**src/rsc_pkg.sv**
```systemverilog
package rsc_pkg;

  // clock
  localparam int unsigned CLK_PERIOD_NS = 4;

  // external reset pin minimum low width (ns) and its cycle count, rounded up
  localparam int unsigned EXT_MIN_PULSE_NS  = 400;
  localparam int unsigned EXT_MIN_PULSE_CYC =
    (EXT_MIN_PULSE_NS + CLK_PERIOD_NS - 1) / CLK_PERIOD_NS;

  // brown-out minimum dip width (ns); not printed, plain default
  localparam int unsigned BROWNOUT_MIN_DIP_NS  = 40;
  localparam int unsigned BROWNOUT_MIN_DIP_CYC =
    (BROWNOUT_MIN_DIP_NS + CLK_PERIOD_NS - 1) / CLK_PERIOD_NS;

  localparam int unsigned FILT_W = 8;

  // stretch counter
  localparam int unsigned STRETCH_W = 20;
  localparam int unsigned STRETCH_SEL_W = 2;

  // stretch lengths per selection code (startup-time fuse xor clock-source fuse), in cycles
  localparam logic [STRETCH_W-1:0] STRETCH_CYC_0 = 20'h00010;
  localparam logic [STRETCH_W-1:0] STRETCH_CYC_1 = 20'h00400;
  localparam logic [STRETCH_W-1:0] STRETCH_CYC_2 = 20'h04000;
  localparam logic [STRETCH_W-1:0] STRETCH_CYC_3 = 20'hfa000;

  // brown-out fuse codes
  localparam logic [2:0] BOD_LEVEL_OFF     = 3'h7;
  localparam logic [2:0] BOD_LEVEL_HIGHEST = 3'h0;

  // cause flag positions
  localparam int unsigned FLAG_W    = 6;
  localparam int unsigned FLAG_POR  = 0;
  localparam int unsigned FLAG_EXT  = 1;
  localparam int unsigned FLAG_BOD  = 2;
  localparam int unsigned FLAG_WDT  = 3;
  localparam int unsigned FLAG_SCAN = 4;
  localparam int unsigned FLAG_USB  = 5;
  localparam logic [FLAG_W-1:0] FLAG_RESET = 6'h00;

  // raw reset requests, grouped
  typedef struct packed {
    logic usb_end;
    logic scan;
    logic wdt;
    logic brownout_detector;
    logic ext;
    logic por;
  } rsc_req_t;

  typedef enum logic [1:0] {
    RSC_HOLD,
    RSC_STRETCH,
    RSC_RUN
  } rsc_state_t;

  // stretch length for a fuse selection
  function automatic logic [STRETCH_W-1:0] rsc_stretch_len(input logic [1:0] sel);
    case (sel)
      2'h0:    rsc_stretch_len = STRETCH_CYC_0;
      2'h1:    rsc_stretch_len = STRETCH_CYC_1;
      2'h2:    rsc_stretch_len = STRETCH_CYC_2;
      default: rsc_stretch_len = STRETCH_CYC_3;
    endcase
  endfunction

endpackage

```
**src/rsc_sync.sv**
```systemverilog
`timescale 1ns/10ps
module rsc_sync import rsc_pkg::*; #(
  parameter int unsigned W = 1
) (
  input  wire logic         sys_clk_in,
  input  wire logic         sys_rst_in,
  input  wire logic [W-1:0] d_in,
  input  wire logic [W-1:0] rst_val_in,
  output logic      [W-1:0] q_out
);
  logic [W-1:0] meta_r;
  logic [W-1:0] q_r;

  // reset value must be constant at the instance; no async path here
  always_ff @(posedge sys_clk_in) begin
    if (sys_rst_in) begin
      meta_r <= rst_val_in;
      q_r    <= rst_val_in;
    end else begin
      meta_r <= d_in;
      q_r    <= meta_r;
    end
  end

  assign q_out = q_r;
endmodule // rsc_sync

```
**src/rsc_filt.sv**
```systemverilog
`timescale 1ns/10ps
module rsc_filt import rsc_pkg::*; (
  input  wire logic              sys_clk_in,
  input  wire logic              sys_rst_in,
  input  wire logic              level_in,
  input  wire logic [FILT_W-1:0] min_cyc_in,
  output logic                   qual_out
);
  logic [FILT_W-1:0] cnt_r;
  logic [FILT_W-1:0] cnt_nxt;
  logic              qual_r;
  wire               reached = (cnt_r >= min_cyc_in);

  assign cnt_nxt = !level_in ? '0 : (reached ? cnt_r : cnt_r + 1'b1);

  // a level counts only once it has lasted past the minimum width
  always_ff @(posedge sys_clk_in) begin
    if (sys_rst_in) begin
      cnt_r  <= '0;
      qual_r <= 1'b0;
    end else begin
      cnt_r  <= cnt_nxt;
      qual_r <= level_in && reached;
    end
  end

  assign qual_out = qual_r;
endmodule // rsc_filt

```
**src/rsc_ctrl.sv**
```systemverilog
`timescale 1ns/10ps
// Functional notes
// internal reset resets all I/O registers; fetch begins at reset vector after release
// any active source forces port hold at once, without a clock; code does so only for por, ext, enabled brown-out and scan
// after all sources drop, stretch reset by fuse-selected count
// power-on request resets whenever supply is low, reasserting immediately
// external pin low longer than minimum width causes reset
// external pin rising starts stretch; release only after full time-out
// watchdog expiry resets when enabled in reset mode
// brown-out fuse code 111 disables, lower codes enable higher levels
// brown-out drop resets at once; recovery starts stretch
// brown-out dips shorter than minimum width are ignored
// scan-chain reset bit holds processor in reset while set
// enabled usb end-of-reset resets the core, usb stays attached
// watchdog expiry gives one-cycle pulse; stretch starts after it
// each cause sets its flag; por clears others; writing zero clears
// internal reset is or of requests and stretch, released synchronously
module rsc_ctrl import rsc_pkg::*; (
  input  wire logic                     sys_clk_in,
  input  wire logic                     sys_rst_in,
  input  wire logic                     por_req_in,
  input  wire logic                     ext_rst_n_in,
  input  wire logic                     wdt_expire_in,
  input  wire logic                     wdt_reset_mode_in,
  input  wire logic                     bod_low_in,
  input  wire logic [2:0]               brownout_level_fuse_in,
  input  wire logic                     scan_rst_bit_in,
  input  wire logic                     usb_end_rst_in,
  input  wire logic                     usb_rst_en_in,
  input  wire logic [1:0]               startup_time_fuse_in,
  input  wire logic [1:0]               clock_source_fuse_in,
  input  wire logic                     flag_wr_in,
  input  wire logic [FLAG_W-1:0]        flag_wdata_in,
  output logic                          port_hold_out,
  output logic                          core_rst_out,
  output logic                          fetch_vec_out,
  output logic                          usb_keep_out,
  output logic                          brownout_detector_en_out,
  output logic [FLAG_W-1:0]             cause_flags_out
);
  rsc_req_t          sync_q;
  rsc_req_t          raw;
  rsc_req_t          req;
  logic              bod_qual;
  logic              ext_qual;
  rsc_state_t        state_r;
  rsc_state_t        state_nxt;
  logic [STRETCH_W-1:0] cnt_r;
  logic [STRETCH_W-1:0] cnt_nxt;
  logic              wdt_prev_r;
  logic              hold_r;
  logic              core_rst_r;
  logic              fetch_r;
  logic [FLAG_W-1:0] flags_r;
  logic [FLAG_W-1:0] flags_nxt;
  logic [FLAG_W-1:0] set_vec;
  logic              bod_en_r;
  logic              usb_keep_r;

  // pins and foreign levels, two flops each before the request logic uses them
  assign raw.por     = por_req_in;
  assign raw.ext     = ~ext_rst_n_in;
  assign raw.wdt     = wdt_expire_in;
  assign raw.brownout_detector     = bod_low_in;
  assign raw.scan    = scan_rst_bit_in;
  assign raw.usb_end = usb_end_rst_in;

  rsc_sync #(.W($bits(rsc_req_t))) u_sync (
    .sys_clk_in (sys_clk_in),
    .sys_rst_in (sys_rst_in),
    .d_in       (raw),
    .rst_val_in ('0),
    .q_out      (sync_q)
  );

  rsc_filt u_ext_filt (
    .sys_clk_in (sys_clk_in),
    .sys_rst_in (sys_rst_in),
    .level_in   (sync_q.ext),
    .min_cyc_in (FILT_W'(EXT_MIN_PULSE_CYC)),
    .qual_out   (ext_qual)
  );

  rsc_filt u_bod_filt (
    .sys_clk_in (sys_clk_in),
    .sys_rst_in (sys_rst_in),
    .level_in   (sync_q.brownout_detector & bod_en_r),
    .min_cyc_in (FILT_W'(BROWNOUT_MIN_DIP_CYC)),
    .qual_out   (bod_qual)
  );

  wire bod_en   = (brownout_level_fuse_in != BOD_LEVEL_OFF);
  wire wdt_edge = sync_q.wdt & ~wdt_prev_r & wdt_reset_mode_in;

  assign req.por     = sync_q.por;
  assign req.ext     = ext_qual;
  assign req.wdt     = wdt_edge;
  assign req.brownout_detector     = bod_qual;
  assign req.scan    = sync_q.scan;
  assign req.usb_end = sync_q.usb_end & usb_rst_en_in;

  wire any_req = |req;
  wire [STRETCH_W-1:0] stretch_len =
    rsc_stretch_len(startup_time_fuse_in ^ clock_source_fuse_in);
  // the raw pin/supply level drives the hold directly: no clock needed there
  wire async_hold = raw.por | raw.ext | (raw.brownout_detector & bod_en) | raw.scan;

  always_comb begin
    state_nxt = state_r;
    cnt_nxt   = cnt_r;
    case (state_r)
      RSC_HOLD: begin
        if (!any_req) begin
          state_nxt = RSC_STRETCH;
          cnt_nxt   = stretch_len;
        end
      end
      RSC_STRETCH: begin
        if (any_req) begin
          state_nxt = RSC_HOLD;
        end else if (cnt_r <= 20'h00001) begin
          state_nxt = RSC_RUN;
          cnt_nxt   = '0;
        end else begin
          cnt_nxt = cnt_r - 1'b1;
        end
      end
      RSC_RUN: begin
        if (any_req) begin
          state_nxt = RSC_HOLD;
        end
      end
      default: state_nxt = RSC_HOLD;
    endcase
  end

  // causes: por clears the others; set wins over a software zero write
  assign set_vec = {req.usb_end, req.scan, req.wdt, req.brownout_detector, req.ext, req.por};
  always_comb begin
    flags_nxt = flags_r;
    if (flag_wr_in) begin
      flags_nxt = flags_r & flag_wdata_in;
    end
    if (req.por) begin
      flags_nxt = FLAG_RESET;
    end
    flags_nxt = flags_nxt | set_vec;
  end

  always_ff @(posedge sys_clk_in) begin
    if (sys_rst_in) begin
      state_r    <= RSC_HOLD;
      cnt_r      <= '0;
      wdt_prev_r <= 1'b0;
      core_rst_r <= 1'b1;
      fetch_r    <= 1'b0;
      flags_r    <= FLAG_RESET;
      bod_en_r   <= 1'b0;
      usb_keep_r <= 1'b1;
    end else begin
      state_r    <= state_nxt;
      cnt_r      <= cnt_nxt;
      wdt_prev_r <= sync_q.wdt;
      core_rst_r <= (state_nxt != RSC_RUN);
      fetch_r    <= (state_nxt == RSC_RUN) && (state_r != RSC_RUN);
      flags_r    <= flags_nxt;
      bod_en_r   <= bod_en;
      // usb side stays attached whatever reset the core takes
      usb_keep_r <= 1'b1;
    end
  end

  // port hold set asynchronously by raw por, ext, enabled brown-out or scan, released on the clock
  always_ff @(posedge sys_clk_in or posedge async_hold) begin
    if (async_hold) begin
      hold_r <= 1'b1;
    end else if (sys_rst_in) begin
      hold_r <= 1'b1;
    end else begin
      hold_r <= (state_nxt != RSC_RUN);
    end
  end

  assign port_hold_out            = hold_r;
  assign core_rst_out             = core_rst_r;
  assign fetch_vec_out            = fetch_r;
  assign usb_keep_out             = usb_keep_r;
  assign brownout_detector_en_out = bod_en_r;
  assign cause_flags_out          = flags_r;

  // assertions
  a_hold_tracks_reset: assert property (@(posedge sys_clk_in) disable iff (sys_rst_in)
    core_rst_r |-> hold_r) else $error("port hold dropped during reset");
  a_release_after_stretch: assert property (@(posedge sys_clk_in) disable iff (sys_rst_in)
    (state_r == RSC_STRETCH && !any_req && cnt_r > 20'h00001) |=> core_rst_r)
    else $error("reset released before stretch ended");
  a_por_immediate: assert property (@(posedge sys_clk_in) disable iff (sys_rst_in)
    req.por |=> (state_r == RSC_HOLD) && core_rst_r) else $error("por did not reassert");
  a_ext_qualifies: assert property (@(posedge sys_clk_in) disable iff (sys_rst_in)
    ext_qual |=> state_r == RSC_HOLD) else $error("external reset ignored");
  a_stretch_starts: assert property (@(posedge sys_clk_in) disable iff (sys_rst_in)
    (state_r == RSC_HOLD && !any_req) |=> state_r == RSC_STRETCH && cnt_r == $past(stretch_len))
    else $error("stretch did not start");
  a_wdt_one_cycle: assert property (@(posedge sys_clk_in) disable iff (sys_rst_in)
    req.wdt |=> !req.wdt) else $error("watchdog pulse longer than one cycle");
  a_bod_disabled: assert property (@(posedge sys_clk_in) disable iff (sys_rst_in)
    (brownout_level_fuse_in == BOD_LEVEL_OFF) [*3] |-> !bod_qual)
    else $error("brown-out active while disabled");
  a_scan_holds: assert property (@(posedge sys_clk_in) disable iff (sys_rst_in)
    req.scan |=> core_rst_r) else $error("scan reset not held");
  a_flag_set_wins: assert property (@(posedge sys_clk_in) disable iff (sys_rst_in)
    (req.ext && flag_wr_in) |=> flags_r[FLAG_EXT]) else $error("cause flag lost");
  a_usb_gated: assert property (@(posedge sys_clk_in) disable iff (sys_rst_in)
    !usb_rst_en_in |-> !req.usb_end) else $error("usb reset while disabled");
endmodule // rsc_ctrl

```
**config.mk**
```make
export PLATFORM = sky130hd
export DESIGN_NAME = rsc_ctrl
export DESIGN_NICKNAME = d
export VERILOG_FILES = /design/src/rsc_pkg.sv /design/src/rsc_sync.sv /design/src/rsc_filt.sv /design/src/rsc_ctrl.sv
export SDC_FILE = /design/constraint.sdc
export NUM_CORES = 1
export LEC_CHECK = 0
export ABC_AREA = 1
export BUFFER_PORTS_ARGS = -buffer_cell sky130_fd_sc_hd__clkbuf_2
export CORE_MARGIN = 2
export CORE_UTILIZATION = 50
export CTS_CLUSTER_SIZE = 8
export DETAILED_ROUTE_END_ITERATION = 10
export HOLD_SLACK_MARGIN = 0.02
export PLACE_DENSITY_LB_ADDON = 0.05
export SETUP_SLACK_MARGIN = 0.3
export SYNTH_ARGS = -nofsm -noshare
export SYNTH_HDL_FRONTEND = slang
export SYNTH_SLANG_ARGS = --single-unit
export TNS_END_PERCENT = 5
```
**constraint.sdc**
```tcl
create_clock -name sys_clk_in -period 2 [get_ports sys_clk_in]
set_input_delay 0.3 -clock sys_clk_in [delete_from_list [all_inputs] [get_ports sys_clk_in]]
set_output_delay 0.3 -clock sys_clk_in [all_outputs]
set_load 0.05 [all_outputs]
```
# After elaboration in Yosys (flattened, before gate mapping)
# Cells that the tools add are included.
# word_totals
reg_bits	63
word_cells	68
# op_classes
n_addsub	3
order_cmp	3
eq_ne	10
muxes	13
bitwise_logic	15
reduce_logical	10
# op_table
operator	n
2-to-1 mux 20 bit	3
case mux 20 bit (3 select lines)	1
case mux 20 bit (2 select lines)	1
<= comparator 20 x 1 -> 1 bit, second input constant	1
subtractor 20 x 1 -> 20 bit, second input constant	1
adder 8 x 1 -> 8 bit, second input constant	2
2-to-1 mux 6 bit	2
>= comparator 8 x 4 -> 1 bit, second input constant	1
>= comparator 8 x 7 -> 1 bit, second input constant	1
2-to-1 mux 2 bit	4
!= test 2 bit, second input constant	4
AND 6 bit	1
equality test 2 bit, second input constant	3
OR 6 bit	1
case mux 2 bit (3 select lines)	1
OR reduction 6 bit	1
AND 1 bit	5
equality test 2 x 1 -> 1 bit, second input constant	2
logical NOT 2 bit	2
inverter 1 bit	4
OR reduction 2 bit	2
logical AND 1 bit	3
!= test 3 bit, second input constant	1
OR 1 bit	3
other kinds (4)	4

# Logic depth before layout (Yosys ltp)
# logic_depth
ltp_word	8
ltp_mapped	11
depth_no_buf	11

# Hierarchy
# A second synthesis with hierarchy kept.
# unflattened
cells_unflattened	538
hier_area_um2	3676.0
# modules_own_cells
module	instances	cells_per_inst	area_each_um2
rsc_ctrl	1	288	1934.4
rsc_filt	2	103	685.7
rsc_sync	1	44	370.4

# Least setup slack after synthesis
# No wires, ideal clock.
# synth_path
path_kind	register to register
start	register cnt_r[0]
end	register cnt_r[3]
t_arrival_ns	1.341
required_ns	1.934
slack_ns	0.593
path_stages_with_launch	10
period_less_slack_ns	1.407
path_cell_list	dfxtp_1 inv_1 ha_1 nor2_1 nor2_1 nand3_4 nand2_4 a21oi_4 inv_4 a21oi_2
# synth_via
elab_chain_cells	4
# synth_rtl
item	line_no	source
from (decl)	rsc_ctrl.sv:48	logic [STRETCH_W-1:0] cnt_r;
from (signal assigned)	rsc_ctrl.sv:162	cnt_r <= cnt_nxt;
subtractor 20 x 1 -> 20 bit / <= comparator 20 x 1 -> 1 bit (equally long branches)	rsc_ctrl.sv:125, rsc_ctrl.sv:121	
2-to-1 mux 20 bit (*)	rsc_ctrl.sv:121	end else if (cnt_r <= 20'h00001) begin
2-to-1 mux 20 bit (*)	rsc_ctrl.sv:119	if (any_req) begin
case mux 20 bit (2 select lines) (*)	rsc_ctrl.sv:111	case (state_r)
# Mark *: on every way between the ends. The rest lies on a longest branch, timed or not. The select of a mux whose other input is x is not followed.
# A chain may end at the register's enable or synchronous reset.

# Worst setup path after layout
# layout_path
start	register cnt_r[0]
end	register cnt_r[7]
# Same word-level chain as after synthesis.

==> qor.yml <==
cells_and_area:
  diodes: 0
  drive_above_1_share_pct: 22.6
  seq_area_um2: 1270
  multi_input_area_um2: 1410
  final_net_count: 459
  synthToLayoutAreaGrowth_pct: 15.5
  finalNonFillerCells: 506
  fillers: 522
grt:
  grt_max_degree: 23
  antenna_found_initial: 0
  grt_pass1_vias: 2339
  grtUsageTotal_pct: 20.4
  grt_overflow: 0
  grt_pass1_wl_um: 10200
critical_path:
  end_kind: "flip-flop"
  path_class: "flip-flop to flip-flop"
  path_cells: "inv_1 -> ha_4 -> nor2_1 -> nor2_1 -> nand3_4 -> nand2_4 -> a21oi_4 -> inv_4 -> a21oi_2"
  startpoint_type: "flip-flop"
  crit_fanout: 6
  crit_top_cell: "nor2_1"
  crit_required_ns: 2.27
  rr_worst_depth: 9
  slowest_stage: "dfxtp_2"
  critPathArrivalTime_ns: 1.81
  critical-path-max-stage-delay_ns: 0.35
detailed_routing:
  drc: 0
  viasPerCell: 4.78
  firstDrtPassIters: 5
  drt-initial-drc-count: 98
  vias: 2420
  drt-wirelength-per-cell_um: 11.4
  wl_um: 5780
  ant_nets: 0
clock_tree:
  clk_root_buffer_cell: "clkbuf_8"
  cts_sinks: 63
  tritoncts: "done"
  max-clock-path-buffers: 2
  clkTransAtPathRegs_ns: 0.07
  clk_latency_ns: 0.33
  htreeDepth: 3
  numCtsBuffers: 9
synth:
  yosysSeqAreaShare_pct: 43.2
  synth-seq-cells: 63
  syn_nets: 418
  netlist_area_um2: 2940
  syn_area_per_cell_um2: 7.57
  async_flop_share_pct: 1.59
  ys_types: 38
  synth_edf_count: 0
  yosys_warnings: 0
  ys.flop_type: "dfxtp_1"
  synthCells: 388
worst_hold_path:
  hold_path.class: "primary input to asynchronous set/reset pin"
power:
  power_leakage_nw: 1.47
  clockPowerShare_pct: 30.5
  cell_internal_pwr_w: 0.00230
  pwr-share-comb_pct: 29.2
  swShare_pct: 35.7
  power_density_nw_per_um2: 1060
  p_sw_w: 0.00128
  ir_drop_v: 0.000574
  p_seq_share_pct: 40.3
timing:
  fmax_mhz: 647
  holdWs_ns: 0.0400
  finClkSkew_ns: 0.00529
  grt_setup_unrepaired: "true"
  slew_violations: 0
  setup_tns_ns: 0
  setup_viol: 0
  hold_violations: 0
  finalCritPeriodShare_pct: 77.3
  fin_crit_ns: 1.55
  setup_slack_ns: 0.454
floorplanning:
  start_util_pct: 52.7
  rows: 27
  fp.dieW_um: 80.6
  dieArea_um2: 6500
  ios: 35
  core_area_um2: 5570
  die_h_um: 80.6
run_status:
  status: "finished clean"
placed_design:
  place_inst: 490
  pre_cts_ws_ns: 0.366
  dp_hpwl_um: 4250
  gp_congestion: 0.845
  port_buffers: 33
run:
  drv_cap: 0
## final timing paths
| path | end | start | slack, ns |
|---|---|---|---|
| max | cnt_r[7]$_SDFFE_PP0P_ | cnt_r[0]$_SDFFE_PP0P_ | 0.45 |
| min in group sys_clk_in | u_sync.meta_r[1]$_SDFF_PP0_ | ext_rst_n_in | 0.13 |
| max in group asynchronous | port_hold_out$_DFF_PP1_ | scan_rst_bit_in | 1.84 |
| min | port_hold_out$_DFF_PP1_ | bod_low_in | 0.04 |
| min reg2reg | u_sync.q_out[0]$_SDFF_PP0_ | u_sync.meta_r[0]$_SDFF_PP0_ | 0.40 |
| max reg2reg | cnt_r[7]$_SDFFE_PP0P_ | cnt_r[0]$_SDFFE_PP0P_ | 0.45 |
## worst max-delay path: cells and delay by family, from the launching register on
family / cells / cell delay (ns)
buffers and inverters: 2 / 0.18
AOI/OAI and AO/OA: 2 / 0.36
adders and majority gates: 1 / 0.20
and+or+nand+nor: 4 / 0.39
DFF: 1 / 0.35
## placed cells by master (no fill, tap or decap), types with 5 or more instances in the layout
cell type and count:
nor2_4 6, nand3_1 21, ha_1 5, nor2_2 9, clkbuf_2 33, a21oi_1 27, clkbuf_8 9, xor2_1 5
inv_1 56, nor2_1 68, nand2_2 6, nand2_1 49, o21ai_0 19, dfxtp_1 61, a21oi_2 6
## cells in the mapped netlist, types with 3 or more instances
library cell | n | share of area (%)
nand3b_1 | 3 | 0.77
a21oi_1 | 27 | 4.6
inv_1 | 56 | 7.2
nor2_2 | 9 | 1.9
a21oi_2 | 6 | 1.8
nor2_1 | 68 | 8.7
nor2_4 | 6 | 2.3
clkbuf_1 | 3 | 0.38
nand3_1 | 21 | 3.6
xor2_1 | 5 | 1.5
inv_2 | 4 | 0.51
o211ai_1 | 4 | 1.0
nor3_1 | 4 | 0.68
nand2_2 | 6 | 1.3
o21ai_0 | 19 | 3.2
dfxtp_1 | 62 | 42
nand2_1 | 49 | 6.3
nand4_1 | 4 | 0.85
ha_1 | 6 | 2.6
## through the flow
step	instance area (um2)	utilization [%]	power [W]
floorplan	2940	-	0.00229
global placement	3180	57.0	0.00249
detailed placement	3180	57.0	0.00250
CTS	3380	60.6	0.00360
global route	3390	60.8	0.00382
finish	3390	60.8	0.00358
## cell families after synthesis
logic type / after synthesis / synth area share, %
and+or+nand+nor: 179 / 29.7
buffers and inverters: 69 / 9.25
AOI/OAI and AO/OA: 63 / 13.1
DFF: 63 / 43.2
xor gates and xnor gates: 7 / 2.09
adders and majority gates: 6 / 2.56
other: 1 / 0.128
## what timing repair did
item,4_1_cts,5_1_grt
hold buffers,0,0
endpoints found under the setup margin,0,21
buffers inserted,0,0
gates resized for setup,0,3
## cell type report
class / instances / area share (%)
Clock buffer: 10 / 3.76
Clock inverter: 6 / 2.07
Inverter: 64 / 7.23
Multi-Input combinational cell: 256 / 41.5
Sequential cell: 63 / 37.4
Tap cell: 72 / 2.66
Timing Repair Buffer: 35 / 5.31
## flip-flops by register name, indices dropped and copies added (netlist names)
register                  flops
wdt_prev_r                    1
u_bod_filt.cnt_r              8
u_ext_filt.qual_out           1
core_rst_out                  1
u_ext_filt.cnt_r              8
u_sync.q_out                  6
cause_flags_out               6
cnt_r                        20
brownout_detector_en_out      1
port_hold_out                 1
fetch_vec_out                 1
u_sync.meta_r                 6
u_bod_filt.qual_out           1
state_r                       2
## power groups by stage
stage	Combinational (W)	Sequential (W)	Clock, W
final	0.00105	0.00144	0.00109
after global routing	0.00120	0.00146	0.00117
after CTS	0.00103	0.00144	0.00112
after detailed placement	0.00103	0.00147	0
after global placement	0.00102	0.00147	0
after floorplan	0.000821	0.00147	0
## routing by layer
metal	GRT usage [%]	part of all wire [%]
met3	3.82	3.5
met4	9.49	0.69
met2	30.7	42
met1	28.1	53
met5	0	0
Power figures use the tool's default switching activity.
